$ cat src/gcah_pkg.sv
/*
 * gcah_pkg: shared constants for the gauge command and alarm handler.
 * assumes a 100 MHz core clock; smbus framing and pec live upstream.
 */
package gcah_pkg;
	// smbus command codes served here
	localparam logic [7:0] CMD_VCW = 8'h00; // vendor command word
	localparam logic [7:0] CMD_CAP_THR = 8'h01; // capacity alarm threshold
	localparam logic [7:0] CMD_TIME_THR = 8'h02; // runtime alarm threshold
	localparam logic [7:0] CMD_MODE = 8'h03; // operating mode word
	// vendor command values
	localparam logic [15:0] VC_STORE = 16'h0618;
	localparam logic [15:0] VC_SEAL = 16'h062B;
	localparam logic [15:0] VC_CAL = 16'h0653;
	localparam logic [15:0] VC_CAL_ALT = 16'h067E;
	localparam logic [15:0] VC_CAL_STOP = 16'h0660;
	localparam logic [15:0] VC_BRIDGE = 16'h0606;
	localparam logic [15:0] VC_REV = 16'h07E6;
	// own battery address byte that ends a bridge session
	localparam logic [7:0] BATT_ADDR = 8'h16;
	// mode word field positions
	localparam int MODE_PWR_UNITS = 15;
	localparam int MODE_CHG_OFF = 14;
	localparam int MODE_WARN_OFF = 13;
	localparam int MODE_RELEARN = 7;
	// reset values
	localparam logic [7:0] MODE_HI_RST = 8'h00;
	localparam logic [15:0] THR_RST = 16'h0000;
	localparam logic [15:0] RD_UNMAPPED = 16'h0000;
	// timing
	localparam longint CLK_HZ = 100_000_000;
	localparam longint BOOT_IGNORE_MS = 1000;
	localparam longint WARN_HOLD_S = 55;
	localparam longint STORE_DELAY_S = 20;
	localparam longint BOOT_IGNORE_CYC = BOOT_IGNORE_MS * CLK_HZ / 1000;
	localparam longint WARN_HOLD_CYC = WARN_HOLD_S * CLK_HZ;
	localparam longint STORE_DELAY_CYC = STORE_DELAY_S * CLK_HZ;
endpackage : gcah_pkg

$ cat src/gcah_top.sv
/*
 * gcah_top: vendor command decode, eeprom bridge control, alarm
 * thresholds and operating mode word of a battery gas gauge.
 * assumes an upstream smbus slave on core_clk that hands over
 * completed, acknowledged word writes and word read requests,
 * and every address byte it sees on the bus.
 */
`timescale 1ns/1ps
module gcah_top import gcah_pkg::*; #(
	parameter logic [26:0] BOOT_CYC = 27'(BOOT_IGNORE_CYC), // 1 s
	parameter logic [32:0] HOLD_CYC = 33'(WARN_HOLD_CYC), // 55 s
	parameter logic [30:0] STORE_CYC = 31'(STORE_DELAY_CYC), // 20 s
	parameter logic [15:0] DEV_REV = 16'h00A5 // arbitrary value
) (
	input wire logic core_clk,
	input wire logic rst,
	input wire logic ce,
	input wire logic smb_wr_stb, // acked write word done
	input wire logic smb_rd_stb, // read word requested
	input wire logic [7:0] smb_cmd,
	input wire logic [15:0] smb_wr_data,
	input wire logic smb_addr_stb, // address byte seen
	input wire logic [7:0] smb_addr,
	input wire logic ee_load_stb, // start-up eeprom values valid
	input wire logic [15:0] ee_cap_alarm,
	input wire logic [15:0] ee_time_alarm,
	input wire logic cal_done_stb, // cal ok and stored in eeprom
	input wire logic relearn_req,
	input wire logic [15:0] remaining_charge,
	input wire logic [15:0] average_runtime_estimate,
	output logic [15:0] rd_data_q,
	output logic bridge_q,
	output logic ee_pwr_q,
	output logic monitor_en_q,
	output logic cal_active_q,
	output logic offset_correction_enabled_q,
	output logic sealed_q,
	output logic storage_q,
	output logic cap_warn_q,
	output logic time_warn_q,
	output logic warn_bcast_en_q,
	output logic charge_bcast_en_q,
	output logic power_units_q
);
	////////////////////////////////////////////////////////////////
	// state
	logic [15:0] vcw_q; // vendor command word
	logic [15:0] cap_thr_q; // capacity alarm threshold
	logic [15:0] time_thr_q; // runtime alarm threshold
	logic [7:0] mode_hi_q; // writable half of mode word
	logic [26:0] boot_cnt_q; // post-reset ignore window
	logic boot_arm_q; // high for the first cycle after release
	logic [32:0] hold_cnt_q; // warning hold timer
	logic [30:0] store_cnt_q; // storage entry delay
	logic store_pend_q; // storage requested
	logic vc_ok; // accepted vendor command write
	logic vc_allow; // command allowed in current state
	logic mode_wr; // mode word write
	logic brk; // bridge break condition
	logic cal_start;

	////////////////////////////////////////////////////////////////
	// command decode
	// writes are dropped while bridged: the bus belongs to the eeprom
	assign vc_ok = ce && smb_wr_stb && smb_cmd == CMD_VCW && !bridge_q
		&& boot_cnt_q == 27'h0 && vc_allow;
	// during calibration only storage, stop and seal are taken
	assign vc_allow = !cal_active_q || smb_wr_data == VC_STORE
		|| smb_wr_data == VC_CAL_STOP || smb_wr_data == VC_SEAL;
	assign mode_wr = ce && smb_wr_stb && smb_cmd == CMD_MODE && !bridge_q;
	assign brk = ce && bridge_q && smb_addr_stb && smb_addr == BATT_ADDR;
	assign cal_start = vc_ok && !sealed_q
		&& (smb_wr_data == VC_CAL || smb_wr_data == VC_CAL_ALT);

	////////////////////////////////////////////////////////////////
	// post-reset window: vendor commands ignored until it runs out
	always_ff @(posedge core_clk or posedge rst) begin
		if (rst) begin
			boot_cnt_q <= 27'h0;
		end else if (ce && boot_arm_q) begin
			boot_cnt_q <= BOOT_CYC;
		end else if (ce && boot_cnt_q != 27'h0) begin
			boot_cnt_q <= boot_cnt_q - 27'h1;
		end
	end
	// load happens once after release; a constant sits in the reset
	always_ff @(posedge core_clk or posedge rst) begin
		if (rst) begin
			boot_arm_q <= 1'b1;
		end else if (ce) begin
			boot_arm_q <= 1'b0;
		end
	end

	////////////////////////////////////////////////////////////////
	// vendor command word and seal
	always_ff @(posedge core_clk or posedge rst) begin
		if (rst) begin
			vcw_q <= THR_RST;
			sealed_q <= 1'b0;
		end else if (vc_ok) begin
			// revision overwrites the word for the next read
			vcw_q <= (smb_wr_data == VC_REV) ? DEV_REV : smb_wr_data;
			if (smb_wr_data == VC_SEAL) begin
				sealed_q <= 1'b1;
			end
		end
	end

	////////////////////////////////////////////////////////////////
	// eeprom bridge: supply and connection switch together
	always_ff @(posedge core_clk or posedge rst) begin
		if (rst) begin
			bridge_q <= 1'b0;
			ee_pwr_q <= 1'b0;
			monitor_en_q <= 1'b1;
		end else if (brk) begin
			bridge_q <= 1'b0;
			ee_pwr_q <= 1'b0;
			monitor_en_q <= 1'b1;
		end else if (vc_ok && smb_wr_data == VC_BRIDGE && !sealed_q) begin
			bridge_q <= 1'b1;
			ee_pwr_q <= 1'b1;
			monitor_en_q <= 1'b0;
		end
	end

	////////////////////////////////////////////////////////////////
	// offset calibration status
	always_ff @(posedge core_clk or posedge rst) begin
		if (rst) begin
			cal_active_q <= 1'b0;
			offset_correction_enabled_q <= 1'b0;
		end else if (vc_ok && smb_wr_data == VC_CAL_STOP) begin
			cal_active_q <= 1'b0;
			offset_correction_enabled_q <= 1'b0;
		end else if (cal_start) begin
			cal_active_q <= 1'b1;
			offset_correction_enabled_q <= 1'b0;
		end else if (ce && cal_active_q && cal_done_stb) begin
			cal_active_q <= 1'b0;
			offset_correction_enabled_q <= 1'b1;
		end
	end

	////////////////////////////////////////////////////////////////
	// low-power storage: waits for calibration, then the delay
	always_ff @(posedge core_clk or posedge rst) begin
		if (rst) begin
			store_pend_q <= 1'b0;
			store_cnt_q <= 31'h0;
			storage_q <= 1'b0;
		end else if (ce) begin
			if (vc_ok && smb_wr_data == VC_STORE) begin
				store_pend_q <= 1'b1;
				store_cnt_q <= 31'h0;
			end else if (store_pend_q && !cal_active_q) begin
				// offsets saved if cal_active_q fell on cal_done_stb; a stop saves none
				if (store_cnt_q >= STORE_CYC - 31'h1) begin
					storage_q <= 1'b1;
					store_pend_q <= 1'b0;
				end else begin
					store_cnt_q <= store_cnt_q + 31'h1;
				end
			end
		end
	end

	////////////////////////////////////////////////////////////////
	// alarm thresholds: eeprom at start-up, host writes afterwards
	always_ff @(posedge core_clk or posedge rst) begin
		if (rst) begin
			cap_thr_q <= THR_RST;
			time_thr_q <= THR_RST;
		end else if (ce) begin
			if (ee_load_stb) begin
				cap_thr_q <= ee_cap_alarm;
				time_thr_q <= ee_time_alarm;
			end else if (smb_wr_stb && !bridge_q) begin
				if (smb_cmd == CMD_CAP_THR) begin
					cap_thr_q <= smb_wr_data;
				end
				if (smb_cmd == CMD_TIME_THR) begin
					time_thr_q <= smb_wr_data;
				end
			end
		end
	end

	////////////////////////////////////////////////////////////////
	// mode word upper half; warning-off bit never sticks
	always_ff @(posedge core_clk or posedge rst) begin
		if (rst) begin
			mode_hi_q <= MODE_HI_RST;
		end else if (mode_wr) begin
			mode_hi_q <= smb_wr_data[15:8];
			mode_hi_q[MODE_WARN_OFF - 8] <= 1'b0;
		end
	end
	always_ff @(posedge core_clk or posedge rst) begin
		if (rst) begin
			power_units_q <= 1'b0;
			charge_bcast_en_q <= 1'b1;
		end else if (mode_wr) begin
			power_units_q <= smb_wr_data[MODE_PWR_UNITS];
			charge_bcast_en_q <= !smb_wr_data[MODE_CHG_OFF];
		end
	end

	////////////////////////////////////////////////////////////////
	// warning hold: each disable write restarts the full hold
	always_ff @(posedge core_clk or posedge rst) begin
		if (rst) begin
			hold_cnt_q <= 33'h0;
			warn_bcast_en_q <= 1'b1;
		end else if (ce) begin
			if (mode_wr && smb_wr_data[MODE_WARN_OFF]) begin
				hold_cnt_q <= HOLD_CYC;
				warn_bcast_en_q <= 1'b0;
			end else if (hold_cnt_q > 33'h1) begin
				hold_cnt_q <= hold_cnt_q - 33'h1;
			end else begin
				hold_cnt_q <= 33'h0;
				warn_bcast_en_q <= 1'b1;
			end
		end
	end

	////////////////////////////////////////////////////////////////
	// alarm conditions; monitoring frozen while bridged
	always_ff @(posedge core_clk or posedge rst) begin
		if (rst) begin
			cap_warn_q <= 1'b0;
			time_warn_q <= 1'b0;
		end else if (ce && !bridge_q) begin
			cap_warn_q <= cap_thr_q != THR_RST
				&& remaining_charge < cap_thr_q;
			time_warn_q <= time_thr_q != THR_RST
				&& average_runtime_estimate < time_thr_q;
		end
	end

	////////////////////////////////////////////////////////////////
	// word read mux, answered one cycle after the request
	always_ff @(posedge core_clk or posedge rst) begin
		if (rst) begin
			rd_data_q <= RD_UNMAPPED;
		end else if (ce && smb_rd_stb) begin
			unique case (smb_cmd)
				CMD_VCW: rd_data_q <= vcw_q;
				CMD_CAP_THR: rd_data_q <= cap_thr_q;
				CMD_TIME_THR: rd_data_q <= time_thr_q;
				CMD_MODE: rd_data_q <= {mode_hi_q, relearn_req, 7'h00};
				default: rd_data_q <= RD_UNMAPPED;
			endcase
		end
	end
endmodule : gcah_top

$ cat config.mk
export PLATFORM = sky130hd
export DESIGN_NAME = gcah_top
export DESIGN_NICKNAME = d
export VERILOG_FILES = /design/src/gcah_pkg.sv /design/src/gcah_top.sv
export SDC_FILE = /design/constraint.sdc
export NUM_CORES = 1
export LEC_CHECK = 0
export BUFFER_PORTS_ARGS = -buffer_cell sky130_fd_sc_hd__buf_2
export CAP_MARGIN = 20
export CORE_MARGIN = 2
export CORE_UTILIZATION = 45
export DETAILED_ROUTE_END_ITERATION = 7
export GPL_ROUTABILITY_DRIVEN = 0
export PLACE_DENSITY = 0.63
export SYNTH_ARGS = -nofsm -noshare
export SYNTH_HDL_FRONTEND = slang
export SYNTH_SLANG_ARGS = --single-unit
$ cat constraint.sdc
create_clock -name core_clk -period 9.9 [get_ports core_clk]
set_input_delay 0.495 -clock core_clk [delete_from_list [all_inputs] [get_ports core_clk]]
set_output_delay 0.495 -clock core_clk [all_outputs]
set_load 0.03 [all_outputs]
* After elaboration in Yosys (flattened, before gate mapping)
Cells that the tools add are included.
** Word-level totals
- Memory bits (read-only) :: 0
- Bits of input ports :: 105
- Memories :: 0
- Latch bits :: 0
- Flip-flop bits (word level) :: 175
- Bits in writable memories :: 0
- Output and inout port bits :: 28
** Cells by class
- Divide/modulo/power cells :: 0
- Multipliers :: 0
- Multiplexer cells :: 30
- $lt $le $gt $ge :: 4
- Reductions and logical operators :: 55
- Shifts and indexed selects :: 0
- Bitwise operators :: 1
- Eq/ne operators :: 13
- $add $sub $neg :: 3
** Operators with widths (number)
- equality test 16 x 11 -> 1 bit, second input constant :: 7
- 2-to-1 mux 16 bit :: 7
- 2-to-1 mux 31 bit :: 3
- 2-to-1 mux 33 bit :: 2
- one-hot mux 16 bit (4 select lines) :: 1
- 2-to-1 mux 27 bit :: 2
- > comparator 33 x 1 -> 1 bit, second input constant :: 1
- subtractor 33 x 1 -> 33 bit, second input constant :: 1
- less-than comparator 16 bit :: 2
- nonzero test 16 bit :: 2
- adder 31 x 1 -> 31 bit, second input constant :: 1
- greater-or-equal comparator 31 bit, second input constant :: 1
- logical AND 1 bit :: 27
- logical NOT 27 bit :: 1
- nonzero test 27 bit :: 1
- subtractor 27 x 1 -> 27 bit, second input constant :: 1
- equality test 8 x 2 -> 1 bit, second input constant :: 2
- 2-to-1 mux 1 bit :: 15
- nonzero test 2 bit :: 7
- AND reduction 3 bit :: 4
- equality test 8 x 1 -> 1 bit, second input constant :: 1
- equality test 8 x 5 -> 1 bit, second input constant :: 1
- logical NOT 8 bit :: 1
- logical NOT 1 bit :: 4
- other kinds (6) :: 11

* Depth between registers and ports, before layout
Gate-level depths: netlist of run 1.
- Depth in word-level cells :: 9
- Mapped depth :: 9
- Depth with buffers taken out :: 8

* Worst setup path before layout of run 1
OpenSTA, ideal clock, no wires.
- Kind :: flip-flop to flip-flop
- Start :: reg boot_cnt_q[2]
- End :: reg boot_cnt_q[15]
- Clock period less this slack :: 2.512 ns
- Library setup time :: 0.069 ns
- Slack :: 7.388 ns
- Arrival time :: 2.443 ns
- Data required time :: 9.831 ns
- Stages on the path, launching flop included :: 8
- Buffers on the path :: 2
- Cell sequence :: dfrtp_1 or4_4 or2_1 buf_6 or4_4 buf_6 or4_1 nand3_1
** Between the ends
- Word-level cells in the longest chain between the ends :: 3
** Ends and longest elaborated chain
- start, declared :: line gcah_top.sv:51 : logic [26:0] boot_cnt_q;
- start signal, assigned :: line gcah_top.sv:83 : boot_cnt_q <= boot_cnt_q - 27'h1;
- subtractor 27 x 1 -> 27 bit / nonzero test 27 bit (equally long branches) :: line gcah_top.sv:83, gcah_top.sv:82
- 2-to-1 mux 27 bit / logical AND 1 bit (equally long branches) :: line gcah_top.sv:82 : end else if (ce && boot_cnt_q != 27'h0) begin
- 2-to-1 mux 27 bit / nonzero test 2 bit (equally long branches)
Several ways; a longest one is shown, not always the timed one. The select of a mux whose other input is x is not followed.
A chain may end at the register's enable or synchronous reset.

* Worst setup path after layout of run 1
- Start :: reg boot_cnt_q[2]
- End :: reg store_cnt_q[12]
** Between the ends
- Word-level cells in the longest chain between the ends :: 6
** Ends and longest elaborated chain
- logical NOT 27 bit (*) :: line gcah_top.sv:66 : && boot_cnt_q == 27'h0 && vc_allow;
- logical AND 1 bit (*) (2 in series) :: line gcah_top.sv:66
- logical AND 1 bit (*) :: line gcah_top.sv:154 : if (vc_ok && smb_wr_data == VC_STORE) begin
- inequality test 2 bit (no line) / nonzero test 2 bit (equally long branches)
- AND reduction 3 bit (no line)
- end signal, assigned :: line gcah_top.sv:163 : store_cnt_q <= store_cnt_q + 31'h1;
- end, declared :: line gcah_top.sv:54 : logic [30:0] store_cnt_q;
Every way passes the cells marked *; elsewhere a longest branch is shown, timed or not.

==> flow_summary.json, run 1 <==
{
  "status": "finished, final reports clean",
  "routed_wl_um": 25400,
  "yosysMostFrequentCell": "dfrtp_1",
  "hpwl_um": 18490,
  "core.rowCount": 53,
  "maxSlewHeadroom_pct": 28.43,
  "hold_class": "input pin to asynchronous set/reset pin",
  "drcViolationCount": 0,
  "p_switching_mw": 0.6407,
  "grt_antenna_before_repair": 3,
  "synth-edff-count": 0,
  "p_per_area_mw_per_mm2": 175.9,
  "critical_path_buf_inv_count": 0,
  "start_util_pct": 45.94,
  "vdd_drop_max_mv": 0.1007,
  "synth_cell_types": 63,
  "p_seq_share_pct": 45.7,
  "overflow": 0,
  "finalCriticalPeriod_ns": 3.172,
  "cts_tree": "done",
  "hold-worst-slack_ns": 0.1307,
  "combinationalPowerShare_pct": 19.8,
  "layout-drive-gt1-share_pct": 19.18,
  "path_delay_family": "simple AND/OR/NAND/NOR gates",
  "synthCells": 1041,
  "worstMarginPinSlew_ns": 1.071,
  "worstSetupEndpointType": "register",
  "synth_commonest_cells": "170 x dfrtp_1, 121 x nor2_1, 107 x a21oi_1, 73 x nand2_1, 46 x inv_1",
  "crit_required_ns": 10.17,
  "grt_pass1_vias": 8144,
  "synthFlopType": "dfrtp_1",
  "drt_iter0_drc": 497,
  "synth-seq-cells": 174,
  "critPathMaxFanout": 25,
  "grt_pass1_wl_um": 41640,
  "cap_violations": 0,
  "clk_path_buf_depth": 2,
  "post_drt_wl_per_cell_um": 17.58,
  "r2r_slack_ns": 6.73,
  "grt_start_max_net_pins": 64,
  "met1_usage_pct": 31.43,
  "fin_tns_setup_ns": 0,
  "yosys-top-cells-area": "dfrtp_1 44%, a21oi_1 5.5%, nor2_1 4.7%",
  "htree_levels": 4,
  "insertion_delay_ns": 0.43,
  "p_int_mw": 1.326,
  "cts_buffers": 17,
  "skew_ns": 0.01444,
  "synth.top_cell.area_share_pct": 43.91,
  "p_clk_share_pct": 34.6,
  "syn_nets": 1181,
  "clk_pin_slew_ns": 0.07,
  "dr_total_vias": 8228,
  "syn_avg_cell_area_um2": 9.306,
  "drt_pre_antenna_iters": 6,
  "die-area_mm2": 0.02272,
  "syn2layout_area_growth_pct": 15.38,
  "rsz0062_at_grt": "no",
  "clockRootBuffer": "clkbuf_16",
  "cts_sinks": 174,
  "fmax_mhz": 315.2,
  "cts_setup_buffers": 0,
  "io_buffers": 132,
  "crit_path_cell_trace": "or4_4, or2_1, nor4_1, and2_1, nor2_1",
  "setup_viol": 0,
  "cts_resized": 0,
  "grt_use_total_pct": 23.52,
  "hold_violations": 0,
  "yosysWarnings": 0,
  "num_io_pins": 133,
  "holdBufCountCts": 0,
  "start_kind": "register",
  "drt.antenna.violating_nets": 0,
  "post-route-period-util_pct": 32.04,
  "worst_path_max_delay_cell": "and2_1",
  "die_x_um": 150.7,
  "p_leak_nw": 5.177,
  "cp_slowest_stage_delay_ns": 0.84,
  "busiest_layer": "met2",
  "cp.arrival_ns": 3.45,
  "fp.coreArea_mm2": 0.02109,
  "synth_largest_area_cell": "dfrtp_1",
  "grtUsageMet2_pct": 38.61,
  "nets": 1295,
  "critPathKind": "register to register",
  "ys_seq_area_share_pct": 45.00,
  "drv_slew": 0,
  "die_h_um": 150.7,
  "viasPerCell": 5.694,
  "syn-cell-area_mm2": 0.009688,
  "switching_share_pct": 32.58,
  "synthArstFlopShare_pct": 100.0,
  "grtUsageMet3_pct": 5.697
}
-- sequential cells by signal, summed over array words and instances, names as in the netlist --
register,count
boot_cnt_q,27
time_warn_q,1
storage_q,1
offset_correction_enabled_q,1
charge_bcast_en_q,1
time_thr_q,16
ee_pwr_q,1
sealed_q,1
mode_hi_q,6
cal_active_q,1
power_units_q,1
cap_thr_q,16
warn_bcast_en_q,1
vcw_q,16
cap_warn_q,1
rd_data_q,16
boot_arm_q,1
hold_cnt_q,33
monitor_en_q,1
store_pend_q,1
store_cnt_q,31
-- power groups by stage --
stage          sequential, mW  combinational (mW)  clock (mW)
4_1_cts                 0.896               0.391       0.693
2_1_floorplan           0.886               0.293           0
3_5_place_dp            0.909               0.389           0
3_3_place_gp            0.907               0.380           0
6_report                0.898               0.389       0.680
5_1_grt                 0.912               0.446       0.722
-- stage by stage --
step	cells	instance area, µm²	util [%]	setup slack, ns	power [mW]
floorplan	1041	9688	-	4.695	1.180
detailed placement	1411	10580	50.15	6.325	1.298
global route	1443	11170	52.98	6.481	2.080
global placement	1411	10580	50.15	6.440	1.288
finish	1445	11180	53.01	6.728	1.967
CTS	1443	11170	52.98	6.688	1.981
-- layout make-up --
type / count / area, µm²
Inverter: 46 / 177.7
Fill cell: 1947 / 9910
Multi-Input combinational cell: 778 / 4989
Clock inverter: 15 / 172.7
Tap cell: 275 / 344.1
Antenna cell: 2 / 5.005
Sequential cell: 174 / 4359
Timing Repair Buffer: 138 / 705.7
Clock buffer: 17 / 425.4
-- kinds of logic after synthesis --
group / Yosys count / synth area share [%]
AOI/OAI and AO/OA: 216 / 13.50
xor gates and xnor gates: 52 / 4.701
adders and majority gates: 35 / 4.520
buffers and inverters: 89 / 3.707
DFF: 174 / 45.00
muxes: 32 / 4.533
and+or+nand+nor: 443 / 24.05
-- routing by layer --
| layer | vias up | part of all wire (%) |
|---|---|---|
| li1 | 3986 | - |
| met1 | 3976 | 45 |
| met2 | 237 | 48 |
| met3 | 29 | 5.2 |
| met4 | 0 | 1.6 |
| met5 | - | 0 |
-- path summary, 6_finish.rpt --
path                                   startpoint                end  cells past startpoint
worst max register to register      boot_cnt_q[2]    store_cnt_q[12]                      5
worst max-delay path                boot_cnt_q[2]    store_cnt_q[12]                      5
max in group asynchronous                     rst       mode_hi_q[4]                      4
worst min-delay path                          rst     boot_cnt_q[14]                      2
worst min register to register  charge_bcast_en_q  charge_bcast_en_q                      2
min in group core_clk             smb_wr_data[14]  charge_bcast_en_q                      2
-- layout by cell type, fill, tap and decap left out, types with 4 or more instances in the layout --
master and n:
dfrtp_1 170, buf_2 132, nor2_1 119, a21oi_1 107, nand2_1 73, inv_1 45
nand3_1 43, o21ai_0 39, ha_1 35, nor4_1 31, xor2_1 27, nand4_1 25
xnor2_1 25, nor3_1 21, nor2b_1 21, or3_1 17, clkbuf_16 17, or4_1 16
a22o_1 16, mux2_2 15, o31ai_1 13, and3_1 11, or2_2 10, and2_1 9
mux2i_1 9, mux4_2 8, nand3b_1 7, and4_1 6, inv_6 6, buf_4 6
o211ai_1 5, o41ai_1 5, nor3b_1 5, nand2b_1 5, a41oi_1 5, nor4_2 4
a21o_1 4, nor4b_1 4, a211oi_1 4, dfstp_2 4
Note: power is estimated with default switching activity, not from simulation.
==> run 2, diff against run 1 <==
==> constraint.sdc (replaced) <==
create_clock -name core_clk -period 3.25 [get_ports core_clk]
set_input_delay 0.1625 -clock core_clk [delete_from_list [all_inputs] [get_ports core_clk]]
set_output_delay 0.1625 -clock core_clk [all_outputs]
set_load 0.03 [all_outputs]
==> run 2 against run 1 <==
  * Register-to-register slack lost 6.3 ns
  * Design area grew 2.0%
  * Via count grew 1.3%
  * Total power grew to 3.1 times the previous value
  * Largest cell class unchanged
  * Critical path depth grew 1
  * Clock skew shrank 0.0023 ns
  * Highest routed layer unchanged
  * Critical path type unchanged
==> flow_summary.json, run 2 (synthesis gave the netlist of run 1 again) <==
{
  "p_per_area_mw_per_mm2": 532.1,
  "finalNonFillerCells": 1470,
  "layout-drive-gt1-share_pct": 20.30,
  "cp_slowest_stage_delay_ns": 0.65,
  "start_kind": "register",
  "drcViolationCount": 0,
  "io_buffers": 132,
  "drv_slew": 0,
  "start_util_pct": 45.94,
  "cts_sinks": 174,
  "worstMarginPinSlew_ns": 1.038,
  "largest_reg_flops": 33,
  "post-route-period-util_pct": 87.51,
  "cts_buffers": 17,
  "fmax_mhz": 351.6,
  "cts_resized": 0,
  "clockRootBuffer": "clkbuf_16",
  "crit_path_cell_trace": "or4_1, nor4_2, nor3b_4, and2_1, o31ai_1, a22o_1",
  "top_regs": "hold_cnt_q (33), store_cnt_q (31), boot_cnt_q (27)",
  "reg2regPathDepth": 6,
  "p_total_mw": 6.065,
  "drt_pre_antenna_iters": 7,
  "multiInputGateArea_mm2": 0.004980,
  "final_cell_mix": "170 x dfrtp_1, 132 x buf_2, 119 x nor2_1",
  "insertion_delay_ns": 0.44,
  "grtUsageMet2_pct": 38.55,
  "core.rowCount": 53,
  "status": "finished, final reports clean",
  "dr_total_vias": 8335,
  "skew_ns": 0.01212,
  "drt.antenna.violating_nets": 0,
  "cts_tree": "done",
  "critPathKind": "register to register",
  "drt_iter0_drc": 427,
  "min_path_cells": 3,
  "grt_pass1_wl_um": 42050,
  "hpwl_um": 19040,
  "final_common_cell": "dfrtp_1",
  "nets": 1319,
  "p_leak_nw": 5.307,
  "worst_path_max_delay_cell": "or4_1",
  "worstSetupEndpointType": "register",
  "viasPerCell": 5.670,
  "overflow": 0,
  "met1_usage_pct": 32.36,
  "placed_cells": 1430,
  "holdBufCountCts": 5,
  "num_io_pins": 133,
  "fp.coreArea_mm2": 0.02109,
  "hold_violations": 0,
  "finalCriticalPeriod_ns": 2.844,
  "post_drt_wl_per_cell_um": 17.48,
  "maxSlewHeadroom_pct": 30.36,
  "crit_required_ns": 3.57,
  "grt_antenna_before_repair": 3,
  "die_h_um": 150.7,
  "busiest_layer": "met2",
  "syn2layout_area_growth_pct": 17.67,
  "critPathMaxFanout": 12,
  "clk_path_buf_depth": 2,
  "hold_class": "input pin to register",
  "final.setup.worst_slack_ns": 0.4058,
  "rsz0062_at_grt": "no",
  "die_x_um": 150.7,
  "dpl_worst_slack_ns": 0.4802,
  "cap_violations": 0,
  "routed_wl_um": 25700,
  "clk_pin_slew_ns": 0.07,
  "fin_tns_setup_ns": 0,
  "register_area_mm2": 0.004359,
  "cts_setup_buffers": 0,
  "fill_cells": 1965,
  "die-area_mm2": 0.02272,
  "grt_start_max_net_pins": 59,
  "grtUsageMet3_pct": 4.545,
  "setup_viol": 0,
  "cp.arrival_ns": 3.17,
  "top_register": "hold_cnt_q",
  "grt_use_total_pct": 23.80,
  "grt_pass1_vias": 8185,
  "htree_levels": 4,
  "vdd_drop_max_mv": 0.2614
}
## run 2: changes by cell type in the layout (fill, tap and decap cells not counted), moves of 2 or more
cell | before | now
inv_8 | 3 | 1
inv_6 | 6 | 4
dlygate4sd3_1 | 0 | 5
buf_4 | 6 | 23
buf_12 | 0 | 2
clkbuf_8 | 0 | 2
## run 2: worst paths after layout
check,end,slack [ns],from
worst max-delay path,hold_cnt_q[9],0.41,hold_cnt_q[17]
max in group asynchronous,charge_bcast_en_q,2.15,rst
worst max register to register,hold_cnt_q[9],0.41,hold_cnt_q[17]
worst min register to register,charge_bcast_en_q,0.47,charge_bcast_en_q
min in group asynchronous,store_cnt_q[16],0.31,rst
worst min-delay path,time_thr_q[12],0.01,ee_time_alarm[12]
## run 2: cell type report
cell class | instances | area share, %
timing repair buffer | 162 | 8.100
multi-input combinational | 778 | 43.68
tap | 275 | 3.018
sequential | 174 | 38.24
antenna | 3 | 0.06585
clock inverter | 12 | 1.339
inverter | 46 | 1.548
clock buffer | 20 | 4.006
## run 2: per-layer routing
layer	vias up	share of wire [%]
li1	4035	-
met3	37	5.7
met5	-	0
met1	4031	45
met2	232	47
met4	0	1.8
## run 2: per-stage QoR
step / cell area, µm² / util, % / hold slack (ns)
floorplan: 9692 / - / 0.2208
global placement: 10730 / 50.90 / 0.2404
detailed placement: 10730 / 50.90 / 0.2389
CTS: 11390 / 54.02 / 0.0003194
global route: 11400 / 54.05 / 0.005727
finish: 11400 / 54.06 / 0.01436
## run 2: worst max-delay path, delay by kind of cell, from the launching register on
family           cells  cell delay (ns)
AO/OA/AOI/OAI        2             0.38
flip-flops           1             0.42
AND/OR/NAND/NOR      4             1.93
## run 2: power by group
part | switching [mW] | internal, mW
registers | 0.296 | 2.44
clock network | 0.938 | 1.20
logic | 0.679 | 0.516
==> run 3, diff against run 2 <==
--- a/config.mk
+++ b/config.mk
@@ -5,13 +5,15 @@
 export SDC_FILE = /design/constraint.sdc
 export NUM_CORES = 1
 export LEC_CHECK = 0
+export ABC_AREA = 1
 export BUFFER_PORTS_ARGS = -buffer_cell sky130_fd_sc_hd__buf_2
 export CAP_MARGIN = 20
+export CORE_ASPECT_RATIO = 0.8
 export CORE_MARGIN = 2
 export CORE_UTILIZATION = 45
 export DETAILED_ROUTE_END_ITERATION = 7
 export GPL_ROUTABILITY_DRIVEN = 0
-export PLACE_DENSITY = 0.63
+export PLACE_DENSITY = 0.62
 export SYNTH_ARGS = -nofsm -noshare
 export SYNTH_HDL_FRONTEND = slang
 export SYNTH_SLANG_ARGS = --single-unit
==> constraint.sdc (replaced) <==
create_clock -name core_clk -period 3.3 [get_ports core_clk]
set_input_delay 0.165 -clock core_clk [delete_from_list [all_inputs] [get_ports core_clk]]
set_output_delay 0.165 -clock core_clk [all_outputs]
set_load 0.03 [all_outputs]
==> run 3 against run 2 <==
  * Via count rose by 31%
  * Global-route usage is 2.4 points higher
  * Area after synthesis increased by 14%
==> flow_summary.json, run 3 <==
{
  "synth.top_cell.area_share_pct": 38.54,
  "layout-drive-gt1-share_pct": 12.24,
  "grt_use_total_pct": 26.23,
  "final_common_cell": "nand2_1",
  "nets": 1900,
  "grt_start_max_net_pins": 77,
  "switching_share_pct": 35.78,
  "post-route-period-util_pct": 75.04,
  "routed_wl_um": 32520,
  "p_int_mw": 3.980,
  "clockRootBuffer": "clkbuf_16",
  "cap_violations": 0,
  "maxSlewHeadroom_pct": 51.37,
  "start_kind": "register",
  "cts_tree": "done",
  "final.setup.worst_slack_ns": 0.8237,
  "io_buffers": 132,
  "core.rowCount": 51,
  "fin_tns_setup_ns": 0,
  "final_cell_mix": "456 x nand2_1, 261 x nor2_1, 172 x inv_1",
  "min_path_cells": 3,
  "synth_commonest_cells": "456 x nand2_1, 261 x nor2_1, 173 x inv_1, 170 x dfrtp_1, 125 x nand3_1",
  "cts_resized": 0,
  "yosysWarnings": 0,
  "cp.arrival_ns": 2.86,
  "syn2layout_area_growth_pct": 17.61,
  "overflow": 0,
  "drcViolationCount": 0,
  "critPathMaxFanout": 33,
  "yosysMostFrequentCell": "nand2_1",
  "hpwl_um": 24200,
  "worstSetupStartpoint": "boot_cnt_q[0]",
  "rsz0062_at_grt": "no",
  "rr_startpoint": "boot_cnt_q[0]",
  "fmax_mhz": 403.8,
  "hold_class": "input pin to register",
  "synthArstFlopShare_pct": 100.0,
  "hold_violations": 0,
  "setup_viol": 0,
  "drt_iter0_drc": 939,
  "clk_pin_slew_ns": 0.08,
  "worstMarginPinSlew_ns": 0.7273,
  "insertion_delay_ns": 0.45,
  "synth_largest_area_cell": "dfrtp_1",
  "drv_slew": 0,
  "rr_endpoint": "store_cnt_q[16]",
  "top_regs": "hold_cnt_q (33), store_cnt_q (31), boot_cnt_q (27)",
  "synth-seq-cells": 174,
  "viasPerCell": 5.207,
  "status": "finished, final reports clean",
  "drt_pre_antenna_iters": 5,
  "clk_path_buf_depth": 2,
  "finalCriticalPeriod_ns": 2.476,
  "synth-edff-count": 0,
  "die_x_um": 179.1,
  "synth_cell_types": 40,
  "die_h_um": 144.1,
  "critPathKind": "register to register",
  "syn-cell-area_mm2": 0.01104,
  "cts_sinks": 174,
  "r2r_slack_ns": 0.82,
  "grt_pass1_wl_um": 53240,
  "htree_levels": 4,
  "top_register": "hold_cnt_q",
  "p_switching_mw": 2.217,
  "synthCells": 1600,
  "cts_buffers": 17,
  "holdBufCountCts": 37,
  "syn_nets": 1740,
  "die-area_mm2": 0.02580,
  "fin_util_pct": 53.67,
  "post_drt_wl_per_cell_um": 15.54,
  "worstSetupEndpointType": "register",
  "p_leak_nw": 6.533,
  "ys_seq_area_share_pct": 39.50,
  "syn_avg_cell_area_um2": 6.898,
  "num_io_pins": 133,
  "largest_reg_flops": 33,
  "dpl_worst_slack_ns": 0.8155,
  "p_seq_share_pct": 43.4,
  "p_clk_share_pct": 32.9,
  "dr_total_vias": 10890,
  "start_util_pct": 45.64,
  "vdd_drop_max_mv": 0.3858,
  "crit_required_ns": 3.68,
  "reg2regPathDepth": 13,
  "hold-worst-slack_ns": 0.02503,
  "combinationalPowerShare_pct": 23.7,
  "synthFlopType": "dfrtp_1",
  "hold_start": "smb_wr_data[12]",
  "placed_cells": 2022,
  "skew_ns": 0.01236,
  "grt_pass1_vias": 10270,
  "grt_antenna_before_repair": 1,
  "drt.antenna.violating_nets": 0,
  "yosys-top-cells-area": "dfrtp_1 39%, nand2_1 16%, nor2_1 8.9%",
  "fp.coreArea_mm2": 0.02418,
  "cts_setup_buffers": 0,
  "hold_path_end": "vcw_q[12]",
  "finalNonFillerCells": 2092,
  "p_per_area_mw_per_mm2": 477.5
}
==> run 3: cell types whose count changed in the layout (fill, tap and decap cells not counted), moves of 54 or more <==
cell and change:
nor2_1 +142, inv_1 +127, a21oi_1 -68, o21ai_0 +54, nand2_1 +383, nand3_1 +82
==> run 3: logic make-up after synthesis <==
| kind of cell | synth area share (%) |
|---|---|
| AO/OA/AOI/OAI | 9.115 |
| flip-flops | 39.50 |
| buffers and inverters | 7.992 |
| adder cells (fa/ha/maj) | 3.968 |
| XOR/XNOR | 4.047 |
| AND/OR/NAND/NOR | 35.38 |
==> run 3: worst max-delay path, cell delays in order, from the launching register on <==
cell	delay (ns)
dfrtp_1	0.40
inv_1	0.14
ha_1	0.19
inv_1	0.04
nor2_1	0.08
nand3_1	0.07
nor2_1	0.12
nand3_2	0.15
nor2_4	0.18
nand2_2	0.06
buf_4	0.25
nand2_2	0.49
nand3_1	0.15
nand2_1	0.09
==> run 3: power groups by stage <==
stage	logic [mW]	registers (mW)	clock network (mW)
global route	1.69	2.73	2.17
finish	1.47	2.69	2.04
floorplan	1.04	2.67	0
detailed placement	1.42	2.72	0
global placement	1.40	2.71	0
CTS	1.47	2.68	2.07
==> run 3: per-layer routing <==
metal | part of all wire, % | track usage [%] | up-vias
li1 | - | - | 5460
met1 | 49 | 38.46 | 5048
met2 | 44 | 40.49 | 342
met3 | 5.8 | 3.970 | 41
met4 | 1.4 | 6.706 | 2
met5 | 0.034 | 0 | -
==> run 3: layout make-up <==
class | instances | area [µm²]
Multi-Input combinational cell | 1203 | 5796
Fill cell | 2405 | 11200
Clock inverter | 14 | 145.1
Sequential cell | 174 | 4359
Timing Repair Buffer | 182 | 1154
Antenna cell | 1 | 2.502
Inverter | 182 | 686.9
Tap cell | 318 | 397.9
Clock buffer | 18 | 439.2
==> run 3: how the worst max path moves through the flow <==
| stage | slack, ns | endpoint | cells past startpoint |
|---|---|---|---|
| 2_1_floorplan | 0.91 | boot_cnt_q[0] | 1 |
| 3_3_place_gp | 0.89 | store_cnt_q[29] | 13 |
| 3_5_place_dp | 0.82 | store_cnt_q[21] | 13 |
| 4_1_cts | 0.82 | store_cnt_q[21] | 13 |
| 5_1_grt | 0.50 | store_cnt_q[12] | 13 |
| 6_report | 0.82 | store_cnt_q[16] | 13 |
==> run 3: metrics by stage <==
step	power [mW]	cell area (µm²)
6_report	6.197	12980
4_1_cts	6.220	12980
2_1_floorplan	3.706	11040
3_3_place_gp	4.111	12020
3_5_place_dp	4.144	12020
5_1_grt	6.591	12980
